### src/hw/csd_pkg.sv
/* Constants for the core sync and exception dispatch block: opcode fields,
   instruction classes, local machine-state layout, causes and states.
   Assumes 32-bit instruction words with the primary opcode in bits 31:26. */
package csd_pkg;
   // Field positions in the instruction word
   localparam int OPC_LSB = 26;
   localparam int XO_LSB  = 1;
   // Primary opcodes
   localparam logic [5:0] OP_TRAPI  = 6'h03;
   localparam logic [5:0] OP_SYSC   = 6'h11;
   localparam logic [5:0] OP_GRP19  = 6'h13;
   localparam logic [5:0] OP_GRP31  = 6'h1F;
   localparam logic [5:0] OP_FLS_LO = 6'h30;
   localparam logic [5:0] OP_FLS_HI = 6'h37;
   localparam logic [5:0] OP_FPS    = 6'h3B;
   localparam logic [5:0] OP_FPD    = 6'h3F;
   // Primary opcodes that carry no instruction on this core
   localparam logic [63:0] OP_ILL_MASK = 64'h7700_0000_4000_0077;
   // Extended opcodes
   localparam logic [9:0] XO_TW      = 10'h004;
   localparam logic [9:0] XO_ICBT    = 10'h016;
   localparam logic [9:0] XO_RFI     = 10'h032;
   localparam logic [9:0] XO_MFMSR   = 10'h053;
   localparam logic [9:0] XO_MTMSR   = 10'h092;
   localparam logic [9:0] XO_ISYNC   = 10'h096;
   localparam logic [9:0] XO_MTSRIN  = 10'h0F2;
   localparam logic [9:0] XO_TLBIE   = 10'h132;
   localparam logic [9:0] XO_MFSPR   = 10'h153;
   localparam logic [9:0] XO_MTSPR   = 10'h1D3;
   localparam logic [9:0] XO_DCBI    = 10'h1D6;
   localparam logic [9:0] XO_TLBSYNC = 10'h236;
   localparam logic [9:0] XO_MFSR    = 10'h253;
   localparam logic [9:0] XO_SYNC    = 10'h256;
   localparam logic [9:0] XO_MFSRIN  = 10'h293;
   localparam logic [9:0] XO_TLBLD   = 10'h3D2;
   localparam logic [9:0] XO_TLBLI   = 10'h3F2;
   // Privileged bit of the swapped-halves special register number
   localparam int SRN_PRIV_BIT = 4;
   // Machine-state bits inside a 32-bit operand word
   localparam int OPND_PR_POS  = 14;
   localparam int OPND_FP_POS  = 13;
   localparam int OPND_FE0_POS = 11;
   localparam int OPND_FE1_POS = 8;
   // Local 3-bit machine state: user, fp enable, fp exception enable
   localparam int M_PR = 2;
   localparam int M_FP = 1;
   localparam int M_FE = 0;
   localparam logic [2:0] WST_RST    = 3'h0;
   localparam logic       FP_PRESENT = 1'b1;
   localparam logic [3:0] INFL_MAX   = 4'hF;
   // Instruction class bits
   localparam int CL_ILL   = 0;
   localparam int CL_PRIV  = 1;
   localparam int CL_FP    = 2;
   localparam int CL_TRAP  = 3;
   localparam int CL_SC    = 4;
   localparam int CL_RFI   = 5;
   localparam int CL_ISYNC = 6;
   localparam int CL_SYNC  = 7;
   localparam int CL_MTMSR = 8;
   localparam int CLW      = 9;
   typedef enum logic [3:0] {
      CS_NONE = 4'h0, CS_ILLEGAL = 4'h1, CS_PRIV = 4'h2, CS_ISF = 4'h3,
      CS_ALIGN = 4'h4, CS_SYSCALL = 4'h5, CS_TRAP = 4'h6,
      CS_FP_UNAVAIL = 4'h7, CS_FP_EXC = 4'h8, CS_DSTORE = 4'h9
   } csd_cause_t;
   typedef enum logic [1:0] {ST_RUN = 2'h1, ST_DRAIN = 2'h2} csd_state_t;
endpackage : csd_pkg
### src/hw/csd_decode.sv
/* Instruction classifier: turns one instruction word into class bits.
   Purely combinational; the caller registers the result. */
`timescale 1ns/100ps
module csd_decode (
   input  wire logic [31:0]           word, // Instruction word
   output      logic [csd_pkg::CLW-1:0] cls   // Class bits
);
   import csd_pkg::*;
   logic [5:0] opc;
   logic [9:0] xo;
   logic [9:0] srn;

   always_comb begin
      opc = word[OPC_LSB +: 6];
      xo  = word[XO_LSB +: 10];
      srn = {word[15:11], word[20:16]};
      cls = '0;
      cls[CL_ILL]  = (word == 32'h0000_0000) || OP_ILL_MASK[opc];
      cls[CL_SC]   = (opc == OP_SYSC);
      cls[CL_TRAP] = (opc == OP_TRAPI) || (opc == OP_GRP31 && xo == XO_TW);
      cls[CL_FP]   = (opc >= OP_FLS_LO && opc <= OP_FLS_HI) ||
                     (opc == OP_FPS) || (opc == OP_FPD);
      if (opc == OP_GRP19) begin
         cls[CL_RFI]   = (xo == XO_RFI);
         cls[CL_ISYNC] = (xo == XO_ISYNC);
         cls[CL_PRIV]  = (xo == XO_RFI);
      end
      if (opc == OP_GRP31) begin
         cls[CL_SYNC]  = (xo == XO_SYNC);
         cls[CL_MTMSR] = (xo == XO_MTMSR);
         case (xo)
            XO_MFMSR, XO_MTMSR, XO_MFSR, XO_MFSRIN, XO_MTSRIN, XO_DCBI, XO_ICBT,
            XO_TLBIE, XO_TLBSYNC, XO_TLBLD, XO_TLBLI: cls[CL_PRIV] = 1'b1;
            XO_MFSPR, XO_MTSPR: cls[CL_PRIV] = srn[SRN_PRIV_BIT];
            default: cls[CL_PRIV] = 1'b0;
         endcase
      end
   end
endmodule : csd_decode

### src/hw/csd_dispatch.sv
/* Synchronization and instruction-caused exception dispatch for a 32-bit
   core. One-entry hold stage between issue and execution; tracks earlier
   dispatched instructions until they report completion.
   Assumes issue and completion ports run on sys_clk and that completion
   reports arrive in program order. */
`timescale 1ns/100ps
// Functional notes
// - system call and interrupt return wait for all earlier instructions to complete.
// - system call waits while a higher priority interrupt is pending.
// - context sync waits until earlier instructions can no longer fault.
// - earlier instructions keep the context in force when dispatched.
// - instructions after system call or return run in the new context.
// - sync barriers dispatch at once but finish only after earlier ones complete.
// - state-register write waits drained but does not change active context.
// - illegal instruction raises the illegal program exception.
// - supervisor-only instruction in user mode raises privileged exception.
// - special register privilege comes from the register number.
// - page fault goes to the instruction storage fault handler.
// - misaligned access goes to the alignment handler.
// - system call always raises the system call exception.
// - trap instruction with its trap condition true raises the trap program exception.
// - float op with float disabled or absent raises unavailable exception.
// - enabled float exception raises the program exception.
// - illegal instruction changes nothing but exception entry.
// - all-zero word is always illegal.
module csd_dispatch (
   input  wire logic                 sys_clk,         // Core clock
   input  wire logic                 srst,            // Sync reset, high
   input  wire logic                 issue_valid,     // Instruction offered
   input  wire logic [31:0]          issue_word,      // Instruction word
   input  wire logic [31:0]          issue_operand,   // Source operand word
   input  wire logic                 issue_trap_cond, // Trap condition true
   input  wire logic                 hi_irq_pend,     // Higher interrupt pending
   input  wire logic                 done_valid,      // Oldest in flight done
   input  wire logic                 done_page_fault, // It hit a page fault
   input  wire logic                 done_align_fault,// It was misaligned
   input  wire logic                 done_dstore_err, // Direct-store error
   input  wire logic                 done_fp_exc,     // Float exception raised
   output      logic                 issue_ready,     // Hold stage free
   output      logic                 exec_valid,      // Dispatch pulse
   output      logic [31:0]          exec_word,       // Dispatched word
   output      logic                 exc_valid,       // Exception pulse
   output      csd_pkg::csd_cause_t  exc_cause,       // Exception cause
   output      logic                 flush,           // Discard younger work
   output      logic                 user_mode_bit,   // Active user context
   output      logic [2:0]           machine_state_reg // Written state bits
);
   import csd_pkg::*;

   typedef struct packed {
      csd_state_t       state;
      logic             hold_v;
      logic [CLW-1:0]   hold_cls;
      logic [31:0]      hold_word;
      logic [2:0]       hold_wst;
      logic             hold_trap;
      logic [3:0]       inflight;
      logic [2:0]       wst;
      logic [2:0]       ctx;
      logic [2:0]       saved;
      logic             ready;
      logic             exec_v;
      logic [31:0]      exec_word;
      logic             exc_v;
      csd_cause_t       cause;
      logic             flush;
   } csd_regs_t;

   localparam csd_regs_t R_RST = '{state: ST_RUN, wst: WST_RST, ctx: WST_RST,
                                   saved: WST_RST, cause: CS_NONE, default: '0};

   csd_regs_t      r;
   csd_regs_t      next_r;
   logic [CLW-1:0] dec_cls;
   logic [CLW-1:0] c;
   logic           take;
   logic           dfault;
   csd_cause_t     dcause;
   csd_cause_t     hcause;
   logic           drained;
   logic           need_drain;
   logic           hfire;
   logic           fire_rfi;
   logic           fire_mtmsr;
   logic           inc;

   csd_decode u_decode (
      .word (issue_word),
      .cls  (dec_cls)
   );

   always_comb begin
      next_r          = r;
      next_r.exec_v   = 1'b0;
      next_r.exc_v    = 1'b0;
      next_r.flush    = 1'b0;
      c               = r.hold_cls;
      take            = issue_valid && r.ready;
      inc             = 1'b0;
      fire_rfi        = 1'b0;
      fire_mtmsr      = 1'b0;
      drained         = (r.inflight == 4'h0);
      dcause = CS_NONE;
      if (done_page_fault) begin
         dcause = CS_ISF;
      end else if (done_align_fault) begin
         dcause = CS_ALIGN;
      end else if (done_dstore_err) begin
         dcause = CS_DSTORE;
      end else if (done_fp_exc && r.ctx[M_FE]) begin
         dcause = CS_FP_EXC;
      end
      dfault = done_valid && (dcause != CS_NONE);
      hcause = CS_NONE;
      if (c[CL_ILL]) begin
         hcause = CS_ILLEGAL;
      end else if (c[CL_PRIV] && r.ctx[M_PR]) begin
         hcause = CS_PRIV;
      end else if (c[CL_FP] && !(r.ctx[M_FP] && FP_PRESENT)) begin
         hcause = CS_FP_UNAVAIL;
      end else if (c[CL_TRAP] && r.hold_trap) begin
         hcause = CS_TRAP;
      end else if (c[CL_SC]) begin
         hcause = CS_SYSCALL;
      end
      need_drain = (hcause != CS_NONE) || c[CL_RFI] || c[CL_MTMSR];
      hfire = (r.state == ST_RUN) && r.hold_v && !dfault && need_drain &&
              drained && !(c[CL_SC] && hi_irq_pend);

      case (r.state)
         ST_RUN: begin
            if (dfault) begin
               next_r.exc_v  = 1'b1;
               next_r.cause  = dcause;
               next_r.hold_v = 1'b0;
            end else if (r.hold_v) begin
               if (c[CL_SYNC] || c[CL_ISYNC]) begin
                  next_r.exec_v    = 1'b1;
                  next_r.exec_word = r.hold_word;
                  next_r.hold_v    = 1'b0;
                  next_r.state     = ST_DRAIN;
               end else if (!need_drain) begin
                  next_r.exec_v    = 1'b1;
                  next_r.exec_word = r.hold_word;
                  next_r.hold_v    = 1'b0;
                  inc              = 1'b1;
               end else if (hfire) begin
                  next_r.hold_v = 1'b0;
                  if (hcause != CS_NONE) begin
                     next_r.exc_v = 1'b1;
                     next_r.cause = hcause;
                  end else if (c[CL_RFI]) begin
                     fire_rfi         = 1'b1;
                     next_r.wst       = r.saved;
                     next_r.ctx       = r.saved;
                     next_r.exec_v    = 1'b1;
                     next_r.exec_word = r.hold_word;
                  end else begin
                     fire_mtmsr       = 1'b1;
                     next_r.wst       = r.hold_wst;
                     next_r.exec_v    = 1'b1;
                     next_r.exec_word = r.hold_word;
                  end
               end
            end
         end
         ST_DRAIN: begin
            if (dfault) begin
               next_r.exc_v = 1'b1;
               next_r.cause = dcause;
               next_r.state = ST_RUN;
            end else if (drained) begin
               next_r.state = ST_RUN;
               if (r.hold_cls[CL_ISYNC]) begin
                  next_r.ctx = r.wst;
               end
            end
         end
         default: begin
            next_r.state = ST_RUN;
         end
      endcase

      if (next_r.exc_v) begin
         next_r.flush     = 1'b1;
         next_r.saved     = r.wst;
         next_r.wst[M_PR] = 1'b0;
         next_r.ctx       = next_r.wst;
         next_r.inflight  = 4'h0;
      end else begin
         next_r.inflight = r.inflight - {3'h0, done_valid && !drained} + {3'h0, inc};
      end

      // Issue taken alongside a flush is younger and is discarded
      if (take && !next_r.exc_v) begin
         next_r.hold_v    = 1'b1;
         next_r.hold_cls  = dec_cls;
         next_r.hold_word = issue_word;
         next_r.hold_trap = issue_trap_cond;
         next_r.hold_wst  = {issue_operand[OPND_PR_POS], issue_operand[OPND_FP_POS],
                             issue_operand[OPND_FE0_POS] | issue_operand[OPND_FE1_POS]};
      end
      next_r.ready = !next_r.hold_v && (next_r.state == ST_RUN) &&
                     (next_r.inflight != INFL_MAX);
   end

   always_ff @(posedge sys_clk) begin
      if (srst) begin
         r <= R_RST;
      end else begin
         r <= next_r;
      end
   end

   assign issue_ready       = r.ready;
   assign exec_valid        = r.exec_v;
   assign exec_word         = r.exec_word;
   assign exc_valid         = r.exc_v;
   assign exc_cause         = r.cause;
   assign flush             = r.flush;
   assign user_mode_bit     = r.ctx[M_PR];
   assign machine_state_reg = r.wst;

   // Checks
   logic [3:0] infl;
   logic [2:0] ctx_q;
   logic [2:0] wst_q;
   csd_state_t st_q;
   assign infl  = r.inflight;
   assign ctx_q = r.ctx;
   assign wst_q = r.wst;
   assign st_q  = r.state;
endmodule : csd_dispatch

### config.mk
export PLATFORM = sky130hd
export DESIGN_NAME = csd_dispatch
export DESIGN_NICKNAME = d
export VERILOG_FILES = /design/src/hw/csd_pkg.sv /design/src/hw/csd_decode.sv /design/src/hw/csd_dispatch.sv
export SDC_FILE = /design/constraint.sdc
export NUM_CORES = 1
export LEC_CHECK = 0
export ABC_CLOCK_PERIOD_IN_PS = 3400
export BUFFER_PORTS_ARGS = -buffer_cell sky130_fd_sc_hd__buf_2
export CELL_PAD_IN_SITES_DETAIL_PLACEMENT = 0
export CELL_PAD_IN_SITES_GLOBAL_PLACEMENT = 2
export CORE_MARGIN = 1.5
export CORE_UTILIZATION = 32
export CTS_BUF_LIST = sky130_fd_sc_hd__clkbuf_4 sky130_fd_sc_hd__clkbuf_8
export CTS_CLUSTER_SIZE = 24
export DETAILED_ROUTE_END_ITERATION = 6
export HOLD_SLACK_MARGIN = 0.03
export PLACE_DENSITY_LB_ADDON = 0.3
export SYNTH_ARGS = -nofsm -noshare
export SYNTH_HDL_FRONTEND = slang
export SYNTH_SLANG_ARGS = --single-unit
### constraint.sdc
create_clock -name sys_clk -period 3.4 [get_ports sys_clk]
set_input_delay 0.34 -clock sys_clk [delete_from_list [all_inputs] [get_ports sys_clk]]
set_output_delay 0.34 -clock sys_clk [all_outputs]
set_load 0.02 [all_outputs]
==> impl_results.md <==
* Data arrival time of the worst path at 3300 ps
* Detailed-route via count at 3,851
* Maximum capacitance violations at 0
* Starting Density at 32.7%
* Synth warnings at 0
* FF-to-FF setup slack at 370 ps
* Synth top cells by count: sky130_fd_sc_hd__dfxtp_1 (100), sky130_fd_sc_hd__nand2_1 (100), sky130_fd_sc_hd__nor2_1 (60), sky130_fd_sc_hd__a21oi_1 (57), sky130_fd_sc_hd__buf_4 (45)
* Wire length of the first global-routing pass at 19,600 um
* Gate count of the mapped netlist at 566
* Fin crit period at 3030 ps
* Aggregate global-route resource usage at 15.7%
* Detailed-placement wirelength estimate at 8210 um
* Number of nets with antenna violations after routing at 0
* Int Pwr at 0.00175 W
* Syn_area_per_cell at 8.37 um^2
* Kind of capture point of the worst setup path: register
* Detailed-route wire length per cell at 14.8 um
* Maximum clock insertion buffer count at 2
* Hold-fix buffers, CTS at 0
* Sequential area share after synthesis at 42.3%
* Area occupied by registers at 2000 um^2
* Number of nets in the final layout at 687
* Global-route congestion overflow total at 0
* Class of the most critical hold timing path: in -> reg
* Overall power consumption at 0.00247 W
* Logic pwr share at 19.7%
* Actual transition at the worst max-transition pin at 710 ps
* Global placer's final weighted congestion at 0.854
* Cell breakdown of the critical path: inv_1 > ha_1 > or3b_4 > and2_2 > ha_1 > inv_1 > ha_1 > fa_1 > inv_1 > o41ai_1 > a21oi_1 > and4b_1
* Multi-input combinational cell area at 2210 um^2
* Max FFs per register at 40
* Post-CTS setup repair buffer count at 0
* Slowest stage delay, CP at 500 ps
* FP Rows at 44
* Most instantiated flip-flop cell in the synthesis netlist: sky130_fd_sc_hd__dfxtp_1
* Final max-slew violation count at 0
* Sequential cell fraction of total power at 50.7%
* Largest area contributor in the synthesized netlist: sky130_fd_sc_hd__dfxtp_1
* Setup CP Type: reg -> reg
* Area added between synthesis and finish at 10.4%
* Pin count of the biggest net entering global routing at 66
* Slew margin rel. at 52.3%
* Worst r2r path cells at 12
* Switching Share at 29.2%
* Drt via density at 4.86
* Buffers plus inverters on the worst setup path at 3
* Top delay family on crit path: adder cells
* Area fraction of the dominant cell type after synthesis at 42.3%
* Startpoint class of the critical path: register
* Netlist cell types at 60
* Count of state elements after synthesis at 100
* Netlist area before placement at 4740 um^2
* Power per unit of standard cell area at 473 nW/um^2
* EDFF count, synth at 0
* Clock sinks at 100
* Standby leakage power at 2.03 nW
* Number of I/O pins at 118
* Aggregate negative setup slack at 0 ps
* Final Routed Wirelength at 11,700 um
* Count of routing violations after the opening detailed-route iteration at 168
* Vert. Die Dim at 125 um
* Slowest cell on crit path: sky130_fd_sc_hd__fa_1
* Max Fanout on Critical Path at 5
* Clock power share at 29.6%
* Synthesized net count at 648
* CTS H-tree lvls at 3
* Detailed-route DRC error count at 0
* Finish-stage setup viols at 0
* CP required at 3680 ps
* Clock insertion delay at the later pin of the skew report at 370 ps
* Die footprint at 15,500 um^2
* Count of TritonRoute iterations in the first routing pass at 4
* Achievable Freq at 330 MHz
* Via count of the first global-routing pass at 3,831
* Number of buffers added on ports at 89
* Width of the die at 125 um
* Total of fill cells in the finished design at 1,564
* Resize count post-CTS at 0
* TritonCTS clock tree: done
* Final antenna diode count at 0
* Largest cells by area after synthesis: sky130_fd_sc_hd__dfxtp_1 (42%), sky130_fd_sc_hd__nand2_1 (7.9%), sky130_fd_sc_hd__mux2i_1 (7.8%), sky130_fd_sc_hd__buf_4 (7.1%), sky130_fd_sc_hd__a21oi_1 (6.0%)
* Fraction of registers with async set/reset at 0%
* Total CTS buffers at 9
* Register name with the most flops: r
* Clock slew at reported path FFs at 90 ps
* IR drop worst, VDD at 0.172 mV
* Setup repair after global routing missed its margin: no
* Critical path depth at 12
* Post-Route Skew at 9.77 ps
* Period utilisation layout at 89.0%
* Core Area at 14,500 um^2
* Share of cells above drive strength 1 at 21.5%
* Run status: completed
* Clock root cell: sky130_fd_sc_hd__clkbuf_8
* Final Hold Viols at 0
* Switching pwr at 0.000721 W
* Number of cells on the worst hold path at 3
* Antenna violations before repair at 0
-- metal layers --
layer  GRT usage [%]  up-vias  wire (um)
met5               0        -          0
met2            25.1       77       5290
met3            3.52       11        547
li1                -     1967          -
met1            20.3     1796       5680
met4            6.49        0        209
-- power by group through the flow --
stage               registers [W]  logic, W  clock network, W
global route              0.00126  0.000551          0.000815
finish                    0.00125  0.000487          0.000732
CTS                       0.00125  0.000495          0.000770
floorplan                 0.00128  0.000361                 0
detailed placement        0.00128  0.000493                 0
global placement          0.00128  0.000481                 0
-- cell type report --
cell class | instances | share of cell area [%]
clock buffers | 14 | 3.33
clock inverters | 1 | 0.144
inverters | 16 | 1.15
multi-input cells | 378 | 42.3
flip-flops and latches | 100 | 38.3
well taps | 184 | 4.40
repair buffers | 100 | 10.4
-- cell usage in the layout, fill, tap and decap left out, types with 3 or more instances in the layout --
cell type                  count
sky130_fd_sc_hd__nand2_1     100
sky130_fd_sc_hd__dfxtp_1     100
sky130_fd_sc_hd__buf_2        88
sky130_fd_sc_hd__nor2_1       60
sky130_fd_sc_hd__a21oi_1      57
sky130_fd_sc_hd__mux2i_1      37
sky130_fd_sc_hd__inv_1        16
sky130_fd_sc_hd__nor3_1       15
sky130_fd_sc_hd__clkbuf_8     11
sky130_fd_sc_hd__buf_4        11
sky130_fd_sc_hd__nand3_1       9
sky130_fd_sc_hd__o21ai_0       8
sky130_fd_sc_hd__ha_1          7
sky130_fd_sc_hd__nand4_1       6
sky130_fd_sc_hd__nand2b_1      4
sky130_fd_sc_hd__nor2b_1       4
sky130_fd_sc_hd__a211oi_1      3
sky130_fd_sc_hd__or2_2         3
sky130_fd_sc_hd__nor4_1        3
sky130_fd_sc_hd__mux2_2        3
sky130_fd_sc_hd__nor3b_1       3
sky130_fd_sc_hd__o22ai_1       3
sky130_fd_sc_hd__o41ai_1       3
sky130_fd_sc_hd__clkbuf_4      3
-- cells by family (layout without fill, tap and decap cells) --
family                     count (synthesis)  in the layout  synth area share (%)
muxes                                     40             40                  8.53
adders and majority gates                  8              8                  2.27
DFF                                      100            100                  42.3
buffers and inverters                     88            131                  11.3
AOI/OAI and AO/OA                         97             97                  12.7
xor gates and xnor gates                   3              3                 0.555
and+or+nand+nor                          230            230                  22.3
-- path summary, 6_finish.rpt --
path                                   startpoint           to
worst max-delay path                      infl[2]  issue_ready
worst max register to register            infl[2]  issue_ready
worst min-delay path            issue_operand[14]        r[56]
worst min register to register              r[71]        r[71]
-- per-stage QoR --
stage | util (%) | setup slack (ps) | instances | hold WS, ps | cell area (um^2)
after CTS | 36.1 | 342 | 793 | 164 | 5230
after global placement | 34.9 | 395 | 778 | 442 | 5050
after detailed placement | 34.9 | 376 | 778 | 448 | 5050
after floorplan | - | 622 | 566 | 432 | 4740
final | 36.1 | 373 | 793 | 188 | 5230
after global routing | 36.1 | 174 | 793 | 184 | 5230
-- worst reg2reg max path: stages, from the launching register on --
cell and delay, ps:
sky130_fd_sc_hd__dfxtp_1 310, sky130_fd_sc_hd__inv_1 70, sky130_fd_sc_hd__ha_1 170, sky130_fd_sc_hd__or3b_4 410, sky130_fd_sc_hd__and2_2 200, sky130_fd_sc_hd__ha_1 270
sky130_fd_sc_hd__inv_1 40, sky130_fd_sc_hd__ha_1 200, sky130_fd_sc_hd__fa_1 500, sky130_fd_sc_hd__inv_1 50, sky130_fd_sc_hd__o41ai_1 400, sky130_fd_sc_hd__a21oi_1 120
sky130_fd_sc_hd__and4b_1 200
No activity file was read; power rests on OpenSTA's default activity.
